===== config.mk =====
export PLATFORM = sky130hd
export DESIGN_NAME = interrupt_vectoring
export DESIGN_NICKNAME = d
export VERILOG_FILES = /design/src/shared/interrupt_pkg.sv /design/src/shared/pick_if.sv /design/src/core/rtc_event_check.sv /design/src/core/priority_picker.sv /design/src/core/interrupt_vectoring.sv
export VERILOG_INCLUDE_DIRS = /design/src /design/src/shared
export SDC_FILE = /design/constraint.sdc
export NUM_CORES = 1
export LEC_CHECK = 0
export ABC_AREA = 1
export BUFFER_PORTS_ARGS = -buffer_cell sky130_fd_sc_hd__buf_2
export CAP_MARGIN = 25
export CORE_UTILIZATION = 52
export CTS_CLUSTER_DIAMETER = 40
export CTS_CLUSTER_SIZE = 25
export DETAILED_ROUTE_END_ITERATION = 6
export PLACE_DENSITY = 0.8
export SLEW_MARGIN = 15
export SYNTH_ARGS = -nofsm -noshare
export SYNTH_HDL_FRONTEND = slang
export SYNTH_SLANG_ARGS = --single-unit

===== constraint.sdc =====
create_clock -name clk_sys -period 2.7 [get_ports clk_sys]
set_input_delay 0.27 -clock clk_sys [delete_from_list [all_inputs] [get_ports clk_sys]]
set_output_delay 0.27 -clock clk_sys [all_outputs]
set_load 0.1 [all_outputs]

===== src/shared/interrupt_defines.svh =====
/*
  offsets, field positions, reset values, jump addresses and function codes
  of the interrupt vectoring block. assumes inclusion by bare name.
*/
`ifndef INTERRUPT_DEFINES_SVH
`define INTERRUPT_DEFINES_SVH

`define OFF_CTRL 8'h00
`define OFF_CMP 8'h04
`define OFF_STATUS 8'h08
`define OFF_EIMON 8'h0c
`define OFF_BUFMON 8'h10
`define OFF_INMON 8'h14
`define CTRL_RECOV_BIT 0
`define CTRL_RESET 1'h0
`define CMP_RESET 18'h00000
`define RESP_OKAY 2'h0
`define RESP_SLVERR 2'h2

`define VEC_FAULT 15'h0000
`define VEC_FAULT_RECOV 15'h0140
`define VEC_RESUME 15'h0009
`define VEC_CMP 15'h000a
`define VEC_OVF 15'h000b
`define VEC_SYNC 15'h000e
`define VEC_EI 15'h0040
`define VEC_FN 15'h0050
`define VEC_OUT 15'h0060
`define VEC_IN 15'h0070
`define VEC_HIGH_CHAN 15'h0080

`define OP_GROUP 6'h28
`define SUB_CMP_ARM 6'h0c
`define SUB_REL_ALL 6'h18
`define SUB_REL_OUT 6'h1a
`define SUB_SET_ALL 6'h1c
`define SUB_SET_OUT 6'h1e
`define OP_BAD0 6'h00
`define OP_BAD1 6'h01
`define OP_BAD77 6'h3f
`define RTC_ALL_ONES 18'h3ffff

`endif


===== src/shared/interrupt_pkg.sv =====
/*
  types of the interrupt vectoring block.
  assumes nothing beyond a SystemVerilog compiler.
*/
package interrupt_pkg;
  typedef enum logic [3:0] {
    SRC_NONE, SRC_FAULT, SRC_RESUME, SRC_CMP, SRC_OVF, SRC_SYNC,
    SRC_EI, SRC_FN, SRC_OUT, SRC_IN
  } src_kind_t;
  typedef enum logic [0:0] {SEQ_IDLE, SEQ_RUN} seq_state_t;
endpackage


===== src/shared/pick_if.sv =====
/*
  pending interrupt set toward the priority picker and its choice back.
  assumes the picker is purely combinational.
*/
`timescale 1ns/10ps
`default_nettype none
interface pick_if;
  import interrupt_pkg::*;
  logic fault, resume, cmp, ovf, sync, alt, recov;
  logic [15:0] ei, fn, out, in;
  src_kind_t kind;
  logic [3:0] chan;
  logic [14:0] addr;
  modport core (output fault, resume, cmp, ovf, sync, alt, recov, ei, fn, out, in,
                input kind, chan, addr);
  modport picker (input fault, resume, cmp, ovf, sync, alt, recov, ei, fn, out, in,
                  output kind, chan, addr);
endinterface
`default_nettype wire


===== src/core/rtc_event_check.sv =====
/*
  detects clock compare and clock overflow at a clock update.
  assumes update is a one-cycle strobe with old and new counts stable.
*/
`timescale 1ns/10ps
`default_nettype none
`include "interrupt_defines.svh"
module rtc_event_check (
  input wire logic rtcUpdate,
  input wire logic [17:0] countOld,
  input wire logic [17:0] countNew,
  input wire logic [17:0] compareConst,
  input wire logic armed,
  output logic cmpHit,
  output logic ovfHit
);
  assign cmpHit = rtcUpdate && armed && (countNew == compareConst);
  assign ovfHit = rtcUpdate && (countOld == `RTC_ALL_ONES);
endmodule
`default_nettype wire


===== src/core/priority_picker.sv =====
/*
  picks the highest pending interrupt and forms its jump address.
  assumes ei pending is already gated by the external lockout.
*/
`timescale 1ns/10ps
`default_nettype none
`include "interrupt_defines.svh"
module priority_picker
  import interrupt_pkg::*;
(
  pick_if.picker pk
);
  // bit 4 set when any channel pends, low bits give the lowest channel
  function automatic logic [4:0] lowest_set(input logic [15:0] v);
    logic [4:0] r;
    r = 5'h00;
    for (int i = 15; i >= 0; i--) begin
      if (v[i]) begin
        r = {1'b1, 4'(i)};
      end
    end
    return r;
  endfunction

  function automatic logic [14:0] mon_addr(input logic [14:0] base, input logic [3:0] ch);
    return base + {11'h000, ch[2:0], 1'b0} + (ch[3] ? `VEC_HIGH_CHAN : 15'h0000);
  endfunction

  logic [4:0] eiSel, fnSel, outSel, inSel, firstSel, secondSel;
  src_kind_t firstKind, secondKind;
  logic [14:0] firstBase, secondBase;

  assign eiSel = lowest_set(pk.ei);
  assign fnSel = lowest_set(pk.fn);
  assign outSel = lowest_set(pk.out);
  assign inSel = lowest_set(pk.in);
  assign firstSel = pk.alt ? inSel : outSel;
  assign secondSel = pk.alt ? outSel : inSel;
  assign firstKind = pk.alt ? SRC_IN : SRC_OUT;
  assign secondKind = pk.alt ? SRC_OUT : SRC_IN;
  assign firstBase = pk.alt ? `VEC_IN : `VEC_OUT;
  assign secondBase = pk.alt ? `VEC_OUT : `VEC_IN;

  always_comb begin
    pk.kind = SRC_NONE;
    pk.chan = 4'h0;
    pk.addr = `VEC_FAULT;
    // specials first in fixed order, then ei, fn, and out and in swapped by alt
    if (pk.fault) begin
      pk.kind = SRC_FAULT;
      pk.addr = pk.recov ? `VEC_FAULT_RECOV : `VEC_FAULT;
    end else if (pk.resume) begin
      pk.kind = SRC_RESUME;
      pk.addr = `VEC_RESUME;
    end else if (pk.cmp) begin
      pk.kind = SRC_CMP;
      pk.addr = `VEC_CMP;
    end else if (pk.ovf) begin
      pk.kind = SRC_OVF;
      pk.addr = `VEC_OVF;
    end else if (pk.sync) begin
      pk.kind = SRC_SYNC;
      pk.addr = `VEC_SYNC;
    end else if (eiSel[4]) begin
      pk.kind = SRC_EI;
      pk.chan = eiSel[3:0];
      pk.addr = mon_addr(`VEC_EI, eiSel[3:0]);
    end else if (fnSel[4]) begin
      pk.kind = SRC_FN;
      pk.chan = fnSel[3:0];
      pk.addr = mon_addr(`VEC_FN, fnSel[3:0]);
    end else if (firstSel[4]) begin
      pk.kind = firstKind;
      pk.chan = firstSel[3:0];
      pk.addr = mon_addr(firstBase, firstSel[3:0]);
    end else if (secondSel[4]) begin
      pk.kind = secondKind;
      pk.chan = secondSel[3:0];
      pk.addr = mon_addr(secondBase, secondSel[3:0]);
    end
  end
endmodule
`default_nettype wire


===== src/core/interrupt_vectoring.sv =====
/*
  special and channel monitor interrupts: generation, lockout, priority,
  honoring and jump address delivery, with an AXI4-Lite register slave.
  assumes all inputs synchronous to clk_sys; the processor strobes
  fetchStart when a fetch sequence is next and instrDone when the
  instruction taken at the interrupt address has completed.
*/
`timescale 1ns/10ps
`default_nettype none
`include "interrupt_defines.svh"
module interrupt_vectoring
  import interrupt_pkg::*;
(
  input wire logic clk_sys,
  input wire logic sys_rst,
  input wire logic clkEn,
  input wire logic [7:0] awaddr,
  input wire logic awvalid,
  output logic awready,
  input wire logic [31:0] wdata,
  input wire logic [3:0] wstrb,
  input wire logic wvalid,
  output logic wready,
  output logic [1:0] bresp,
  output logic bvalid,
  input wire logic bready,
  input wire logic [7:0] araddr,
  input wire logic arvalid,
  output logic arready,
  output logic [31:0] rdata,
  output logic [1:0] rresp,
  output logic rvalid,
  input wire logic rready,
  input wire logic opValid,
  input wire logic [5:0] opMajor,
  input wire logic [5:0] opMinor,
  input wire logic rtcUpdate,
  input wire logic [17:0] rtcCountOld,
  input wire logic [17:0] rtcCountNew,
  input wire logic resumeFault,
  input wire logic extSync,
  input wire logic [15:0] extRequest,
  input wire logic [15:0] monitorRequested,
  input wire logic [15:0] fnBufTerm,
  input wire logic [15:0] outBufTerm,
  input wire logic [15:0] inBufTerm,
  input wire logic fetchStart,
  input wire logic instrDone,
  output logic [15:0] extRequestAccept,
  output logic jumpValid,
  output logic [14:0] jumpAddr,
  output logic pcTransferBlock,
  output logic operandRestrict,
  output logic allLockout,
  output logic extLockout
);
  logic awHeld, wHeld;
  logic [7:0] wrAddr;
  logic [31:0] wrData;
  logic [3:0] wrStrb;
  logic recovReg;
  logic [17:0] compareReg;
  logic cmpArmed, faultFlag, resumeFlag, cmpFlag, ovfFlag, syncFlag, altReg;
  logic [15:0] eiMon, fnMon, outMon, inMon;
  logic lastEiValid;
  logic [3:0] lastEiChan;
  seq_state_t seqReg, seq_next;
  logic cmpHit, ovfHit, honor, doWrite, relAll, setAll, relOut, setOut, armCmp, badOp;
  logic [15:0] accept, honorClr, eiRelease;
  logic [31:0] cmpMerged;
  pick_if pk ();

  function automatic logic is_mapped(input logic [7:0] a);
    return a == `OFF_CTRL || a == `OFF_CMP || a == `OFF_STATUS ||
           a == `OFF_EIMON || a == `OFF_BUFMON || a == `OFF_INMON;
  endfunction

  function automatic logic [31:0] merge(input logic [31:0] old, input logic [31:0] nw,
                                        input logic [3:0] strb);
    logic [31:0] r;
    r = old;
    for (int b = 0; b < 4; b++) begin
      if (strb[b]) begin
        r[b*8 +: 8] = nw[b*8 +: 8];
      end
    end
    return r;
  endfunction

  rtc_event_check rtcCheck (
    .rtcUpdate(rtcUpdate),
    .countOld(rtcCountOld),
    .countNew(rtcCountNew),
    .compareConst(compareReg),
    .armed(cmpArmed),
    .cmpHit(cmpHit),
    .ovfHit(ovfHit)
  );

  priority_picker picker (
    .pk(pk)
  );

  assign pk.fault = faultFlag;
  assign pk.resume = resumeFlag;
  assign pk.cmp = cmpFlag;
  assign pk.ovf = ovfFlag;
  assign pk.sync = syncFlag;
  assign pk.alt = altReg;
  assign pk.recov = recovReg;
  assign pk.ei = eiMon & ~{16{extLockout}};
  assign pk.fn = fnMon;
  assign pk.out = outMon;
  assign pk.in = inMon;

  // instruction decode
  assign relAll = opValid && opMajor == `OP_GROUP && opMinor == `SUB_REL_ALL;
  assign setAll = opValid && opMajor == `OP_GROUP && opMinor == `SUB_SET_ALL;
  assign relOut = opValid && opMajor == `OP_GROUP && opMinor == `SUB_REL_OUT;
  assign setOut = opValid && opMajor == `OP_GROUP && opMinor == `SUB_SET_OUT;
  assign armCmp = opValid && opMajor == `OP_GROUP && opMinor == `SUB_CMP_ARM;
  assign badOp = opValid && (opMajor == `OP_BAD0 || opMajor == `OP_BAD1 ||
                             opMajor == `OP_BAD77);

  // fault proceeds despite the lockout, everything else waits for the lockout
  assign honor = fetchStart && seqReg == SEQ_IDLE && pk.kind != SRC_NONE &&
                 (pk.kind == SRC_FAULT || !allLockout);
  assign honorClr = honor ? (16'h0001 << pk.chan) : 16'h0000;
  assign accept = extRequest & ~eiMon & ~{16{extLockout}};
  assign eiRelease = (relAll && lastEiValid) ? (16'h0001 << lastEiChan) : 16'h0000;
  assign doWrite = awHeld && wHeld && !bvalid;
  assign cmpMerged = merge({14'h0000, compareReg}, wrData, wrStrb);

  always_ff @(posedge clk_sys) begin
    if (sys_rst) begin
      awready <= 1'b1;
      wready <= 1'b1;
      awHeld <= 1'b0;
      wHeld <= 1'b0;
      wrAddr <= 8'h00;
      wrData <= 32'h00000000;
      wrStrb <= 4'h0;
      bvalid <= 1'b0;
      bresp <= `RESP_OKAY;
    end else if (clkEn) begin
      if (awvalid && awready) begin
        awready <= 1'b0;
        awHeld <= 1'b1;
        wrAddr <= awaddr;
      end
      if (wvalid && wready) begin
        wready <= 1'b0;
        wHeld <= 1'b1;
        wrData <= wdata;
        wrStrb <= wstrb;
      end
      if (doWrite) begin
        bvalid <= 1'b1;
        bresp <= is_mapped(wrAddr) ? `RESP_OKAY : `RESP_SLVERR;
      end
      if (bvalid && bready) begin
        bvalid <= 1'b0;
        awHeld <= 1'b0;
        wHeld <= 1'b0;
        awready <= 1'b1;
        wready <= 1'b1;
      end
    end
  end

  always_ff @(posedge clk_sys) begin
    if (sys_rst) begin
      recovReg <= `CTRL_RESET;
      compareReg <= `CMP_RESET;
    end else if (clkEn && doWrite) begin
      if (wrAddr == `OFF_CTRL && wrStrb[0]) begin
        recovReg <= wrData[`CTRL_RECOV_BIT];
      end
      if (wrAddr == `OFF_CMP) begin
        compareReg <= cmpMerged[17:0];
      end
    end
  end

  always_ff @(posedge clk_sys) begin
    if (sys_rst) begin
      arready <= 1'b1;
      rvalid <= 1'b0;
      rdata <= 32'h00000000;
      rresp <= `RESP_OKAY;
    end else if (clkEn) begin
      if (arvalid && arready) begin
        arready <= 1'b0;
        rvalid <= 1'b1;
        rresp <= is_mapped(araddr) ? `RESP_OKAY : `RESP_SLVERR;
        case (araddr)
          `OFF_CTRL: rdata <= {31'h00000000, recovReg};
          `OFF_CMP: rdata <= {14'h0000, compareReg};
          `OFF_STATUS: rdata <= {19'h00000, syncFlag, ovfFlag, cmpFlag, resumeFlag, faultFlag,
                                 3'h0, seqReg == SEQ_RUN, altReg, cmpArmed, extLockout,
                                 allLockout};
          `OFF_EIMON: rdata <= {16'h0000, eiMon};
          `OFF_BUFMON: rdata <= {outMon, fnMon};
          `OFF_INMON: rdata <= {16'h0000, inMon};
          default: rdata <= 32'h00000000;
        endcase
      end
      if (rvalid && rready) begin
        rvalid <= 1'b0;
        arready <= 1'b1;
      end
    end
  end

  // special flags: a new event wins over the honoring clear
  always_ff @(posedge clk_sys) begin
    if (sys_rst) begin
      faultFlag <= 1'b0;
      resumeFlag <= 1'b0;
      cmpFlag <= 1'b0;
      ovfFlag <= 1'b0;
      syncFlag <= 1'b0;
      cmpArmed <= 1'b0;
    end else if (clkEn) begin
      faultFlag <= badOp || (faultFlag && !(honor && pk.kind == SRC_FAULT));
      resumeFlag <= resumeFault || (resumeFlag && !(honor && pk.kind == SRC_RESUME));
      cmpFlag <= cmpHit || (cmpFlag && !(honor && pk.kind == SRC_CMP));
      ovfFlag <= ovfHit || (ovfFlag && !(honor && pk.kind == SRC_OVF));
      syncFlag <= extSync || (syncFlag && !(honor && pk.kind == SRC_SYNC));
      cmpArmed <= armCmp || (cmpArmed && !cmpHit);
    end
  end

  // channel monitor flags
  always_ff @(posedge clk_sys) begin
    if (sys_rst) begin
      eiMon <= 16'h0000;
      fnMon <= 16'h0000;
      outMon <= 16'h0000;
      inMon <= 16'h0000;
      extRequestAccept <= 16'h0000;
    end else if (clkEn) begin
      eiMon <= (eiMon & ~eiRelease) | accept;
      extRequestAccept <= accept;
      fnMon <= (fnMon & ~(pk.kind == SRC_FN ? honorClr : 16'h0000)) |
               (fnBufTerm & monitorRequested);
      outMon <= (outMon & ~(pk.kind == SRC_OUT ? honorClr : 16'h0000)) |
                (outBufTerm & monitorRequested);
      inMon <= (inMon & ~(pk.kind == SRC_IN ? honorClr : 16'h0000)) |
               (inBufTerm & monitorRequested);
    end
  end

  // lockouts and the record of the last honored external request monitor
  always_ff @(posedge clk_sys) begin
    if (sys_rst) begin
      allLockout <= 1'b0;
      extLockout <= 1'b0;
      lastEiValid <= 1'b0;
      lastEiChan <= 4'h0;
      altReg <= 1'b0;
    end else if (clkEn) begin
      if (honor) begin
        allLockout <= 1'b1;
      end else if (relAll) begin
        allLockout <= 1'b0;
      end else if (setAll) begin
        allLockout <= 1'b1;
      end
      if (relOut) begin
        extLockout <= 1'b0;
      end else if (setOut) begin
        extLockout <= 1'b1;
      end
      if (honor) begin
        lastEiValid <= pk.kind == SRC_EI;
        lastEiChan <= pk.chan;
      end else if (relAll) begin
        lastEiValid <= 1'b0;
      end
      if (honor && (pk.kind == SRC_OUT || pk.kind == SRC_IN)) begin
        altReg <= !altReg;
      end
    end
  end

  always_comb begin
    seq_next = seqReg;
    case (seqReg)
      SEQ_IDLE: begin
        if (honor) begin
          seq_next = SEQ_RUN;
        end
      end
      SEQ_RUN: begin
        if (instrDone) begin
          seq_next = SEQ_IDLE;
        end
      end
      default: seq_next = SEQ_IDLE;
    endcase
  end

  // jump delivery; program counter is left untouched so a non-jump returns
  always_ff @(posedge clk_sys) begin
    if (sys_rst) begin
      seqReg <= SEQ_IDLE;
      jumpValid <= 1'b0;
      jumpAddr <= `VEC_FAULT;
      pcTransferBlock <= 1'b0;
      operandRestrict <= 1'b0;
    end else if (clkEn) begin
      seqReg <= seq_next;
      jumpValid <= honor;
      pcTransferBlock <= honor;
      if (honor) begin
        jumpAddr <= pk.addr;
      end
      operandRestrict <= seq_next == SEQ_RUN;
    end
  end
endmodule
`default_nettype wire


==> impl_metrics.tcl <==
set metrics [dict create \
    cts.sinks 193 \
    cp.depth 18 \
    layout.core_utilization_pct 72.6 \
    ys_seq_area_share_pct 41.2 \
    dp_hpwl_mm 25.6 \
    grt_usage_pct 36.1 \
    ios 271 \
    yosysWarnings 0 \
    p_leak_uw 0.00549 \
    max_freq_mhz 372 \
    yosysUniqueCellTypes 46 \
    cts-root-buf "clkbuf_16" \
    worstSetupEndpoint "inMon[5]" \
    grt_first_pass_wirelength_mm 50.9 \
    drtIter0Drc 1141 \
    cp_max_fo 16 \
    grt_max_degree 50 \
    finalHoldViolations 0 \
    period_share_pct 99.6 \
    start_util_pct 53.8 \
    cts_made_buffers 17 \
    slowest_stage "dfxtp_4" \
    drt-pass1-iter-count 6 \
    fp.dieW_um 136 \
    dieHeight_um 136 \
    rrSetupSlack_ns 0.01 \
    area_delta_synth_final_pct 35.0 \
    worstPathArrival_ns 3.06 \
    routedWlPerCell_um 17.6 \
    fin_skew_ns 0.0122 \
    yosysMostFrequentCell "nand2_1" \
    insertion_delay_ns 0.45 \
    path_cells "inv_8 > o21ai_1 > nand2_1 > nor2_2 > nand2_2 > nor2_4 > nor2_4 > o31ai_4 > inv_2 > o21ai_1 > nand2_1 > nand2_4 > nor2_4 > buf_6 > buf_12 > nand3_1 > nand2_1 > a21oi_1" \
    drv_slew 0 \
    syn_area_sq_mm 0.00937 \
    num-fill-cells 1483 \
    clockBufferDepth 2 \
    min_path_type "in2reg" \
    die-area_sq_mm 0.0186 \
    synth_edf_count 0 \
    drc_errors 0 \
    grt.overflow.total 0 \
    cpLargestDelayFamily "simple AND/OR/NAND/NOR gates" \
    synth_area_leader_cell "dfxtp_1" \
    cp-end-kind "flip-flop" \
    rr_startpoint "extLockout" \
    crit_type "reg2reg" \
    fp-row-count 48 \
    core-area_sq_mm 0.0174 \
    cp_data_required_time_ns 3.07 \
    vias 10900 \
    drive_gt1_share_pct 31.1 \
    dp.cells 1874 \
    cts_tree "done" \
    h-tree-depth 4 \
    worstRegToRegCells 18 \
    worst_setup_path_start_kind "flip-flop" \
    stdcell_count 1919 \
    via_per_inst 5.69 \
    synth_top_area_share_pct 41.2 \
    syn_inst 1341 \
    portBuffers 247 \
    path_buf_inv 4 \
    grt_pass1_vias 9861 \
    slowest_delay_ns 0.47 \
    postRouteAntennaNets 0 \
    finalInstanceArea_sq_mm 0.0126 \
    placed_area_sq_mm 0.0115 \
    synth-seq-cells 193 \
    nets 1876 \
    place_congestion 1.01 \
    tns_ns 0 \
    synth_flop_cell "dfxtp_1" \
    slew_headroom_pct 32.3 \
    crit_start "extLockout" \
    synth.top_cells.by_count "nand2_1 (261), dfxtp_1 (193), a21oi_1 (190)" \
    setup_viol 0 \
    ir_worst_vdd_v 0.000504 \
    path_clk_slew_ns 0.08 \
    outcome "completed" \
    period_minus_slack_ns 2.69 \
    rsz0062_at_grt "true" \
    worst_pin_slew_ns 1.01 \
    n_antenna_cell 0 \
    yosys-top-cells-area "dfxtp_1 (41%), nand2_1 (10%), a21oi_1 (10%)" \
    hold_buffers 0 \
    r2r-end "inMon[5]" \
    antenna_found_initial 0 \
    drv_cap 0 \
    drt-total-wl_mm 33.8 \
    dp_slack_ns -0.0469 \
    avgSynthCellArea_sq_um 6.99 \
    setup_slack_ns 0.0106 \
    async_flop_share_pct 0 \
    power_density_mw_per_mm2 592 \
]
==> through the flow <==
step	hold WS, ns	total power [uW]
floorplan	0.414	4190
global placement	0.441	4780
detailed placement	0.447	4800
CTS	0.0599	7280
global route	0.0649	7750
finish	0.0608	7490
==> logic make-up (layout without fill, tap and decap cells) <==
family / Yosys count / count (layout) / synth area share (%)
and+or+nand+nor: 519 / 519 / 24.5
DFF: 193 / 193 / 41.2
buffers and inverters: 220 / 566 / 9.60
AOI/OAI and AO/OA: 390 / 390 / 23.0
other: 1 / 8 / 0.0400
xor gates and xnor gates: 18 / 18 / 1.68
==> worst register-to-register path, cell delays in order, from the launching register on <==
cell,delay (ns)
dfxtp_4,0.47
inv_8,0.09
o21ai_1,0.13
nand2_1,0.11
nor2_2,0.13
nand2_2,0.10
nor2_4,0.21
nor2_4,0.05
o31ai_4,0.26
inv_2,0.06
o21ai_1,0.12
nand2_1,0.11
nand2_4,0.16
nor2_4,0.07
buf_6,0.14
buf_12,0.13
nand3_1,0.08
nand2_1,0.05
a21oi_1,0.13
==> sequential cells by signal, indices dropped and copies added (netlist names), 3 cells and up <==
| signal | flops |
|---|---|
| extRequestAccept | 16 |
| compareReg | 18 |
| fnMon | 16 |
| wrStrb | 3 |
| wrAddr | 8 |
| wrData | 18 |
| eiMon | 16 |
| lastEiChan | 3 |
| inMon | 16 |
| jumpAddr | 9 |
| outMon | 16 |
| rdata | 32 |
==> area by class of cell <==
cell class / instances / area (sq um) / area share, %
clock buffers: 20 / 468 / 3.70
clock inverters: 11 / 113 / 0.890
inverters: 154 / 596 / 4.71
multi-input cells: 935 / 4990 / 39.4
flip-flops and latches: 193 / 3880 / 30.7
well taps: 225 / 282 / 2.23
repair buffers: 381 / 2320 / 18.3
==> what timing repair did <==
action / 4_1_cts / 5_1_grt
gates cloned: 0 / 0
setup buffers: 0 / 14
gates resized for setup: 2 / 121
pin swaps: 0 / 54
endpoints found under the setup margin: 31 / 69
==> placed cells by master, fill, tap and decap left out, types with 6 or more instances in the layout <==
| cell type | synthesis | final |
|---|---|---|
| o21ai_1 | 25 | 22 |
| o21ai_0 | 110 | 106 |
| nor2_1 | 68 | 47 |
| buf_4 | 12 | 125 |
| dfxtp_1 | 193 | 183 |
| buf_6 | 3 | 6 |
| nand2_1 | 261 | 239 |
| a21oi_1 | 190 | 185 |
| conb_1 | 1 | 8 |
| nor2_4 | 3 | 15 |
| nor4_1 | 10 | 9 |
| o221ai_1 | 10 | 10 |
| nand3_1 | 129 | 115 |
| xor2_1 | 8 | 8 |
| buf_2 | 1 | 246 |
| nand3_2 | 0 | 13 |
| o21bai_1 | 15 | 14 |
| xnor2_1 | 10 | 10 |
| nor2_2 | 1 | 10 |
| o22ai_1 | 14 | 14 |
| nand4_1 | 24 | 24 |
| inv_2 | 12 | 14 |
| inv_1 | 136 | 132 |
| dfxtp_2 | 0 | 7 |
| nand2_2 | 0 | 20 |
| o21ai_2 | 2 | 9 |
| clkbuf_16 | 0 | 18 |
| nor3_1 | 14 | 13 |
==> worst min-delay path by stage <==
stage,start,end,slack [ns],cells past startpoint
after floorplan,awaddr[6],wrAddr[6],0.41,2
after global placement,wrData[2],compareReg[2],0.44,2
after detailed placement,wrStrb[1],wrStrb[1],0.45,2
after CTS,awaddr[7],wrAddr[7],0.06,3
after global routing,awaddr[7],wrAddr[7],0.06,3
final,awaddr[7],wrAddr[7],0.06,3
==> power by group <==
group / internal, uW / switching [uW]
Sequential: 2990 / 97.3
Combinational: 635 / 1240
Clock: 1290 / 1240
==> layer usage <==
metal	GRT usage (%)	routed length (um)	vias to the layer above
met4	12.9	1070	0
li1	-	-	5206
met2	58.6	15700	554
met5	0	0	-
met1	46.7	13900	5076
met3	8.39	3190	91
No activity file was read; power rests on OpenSTA's default activity.
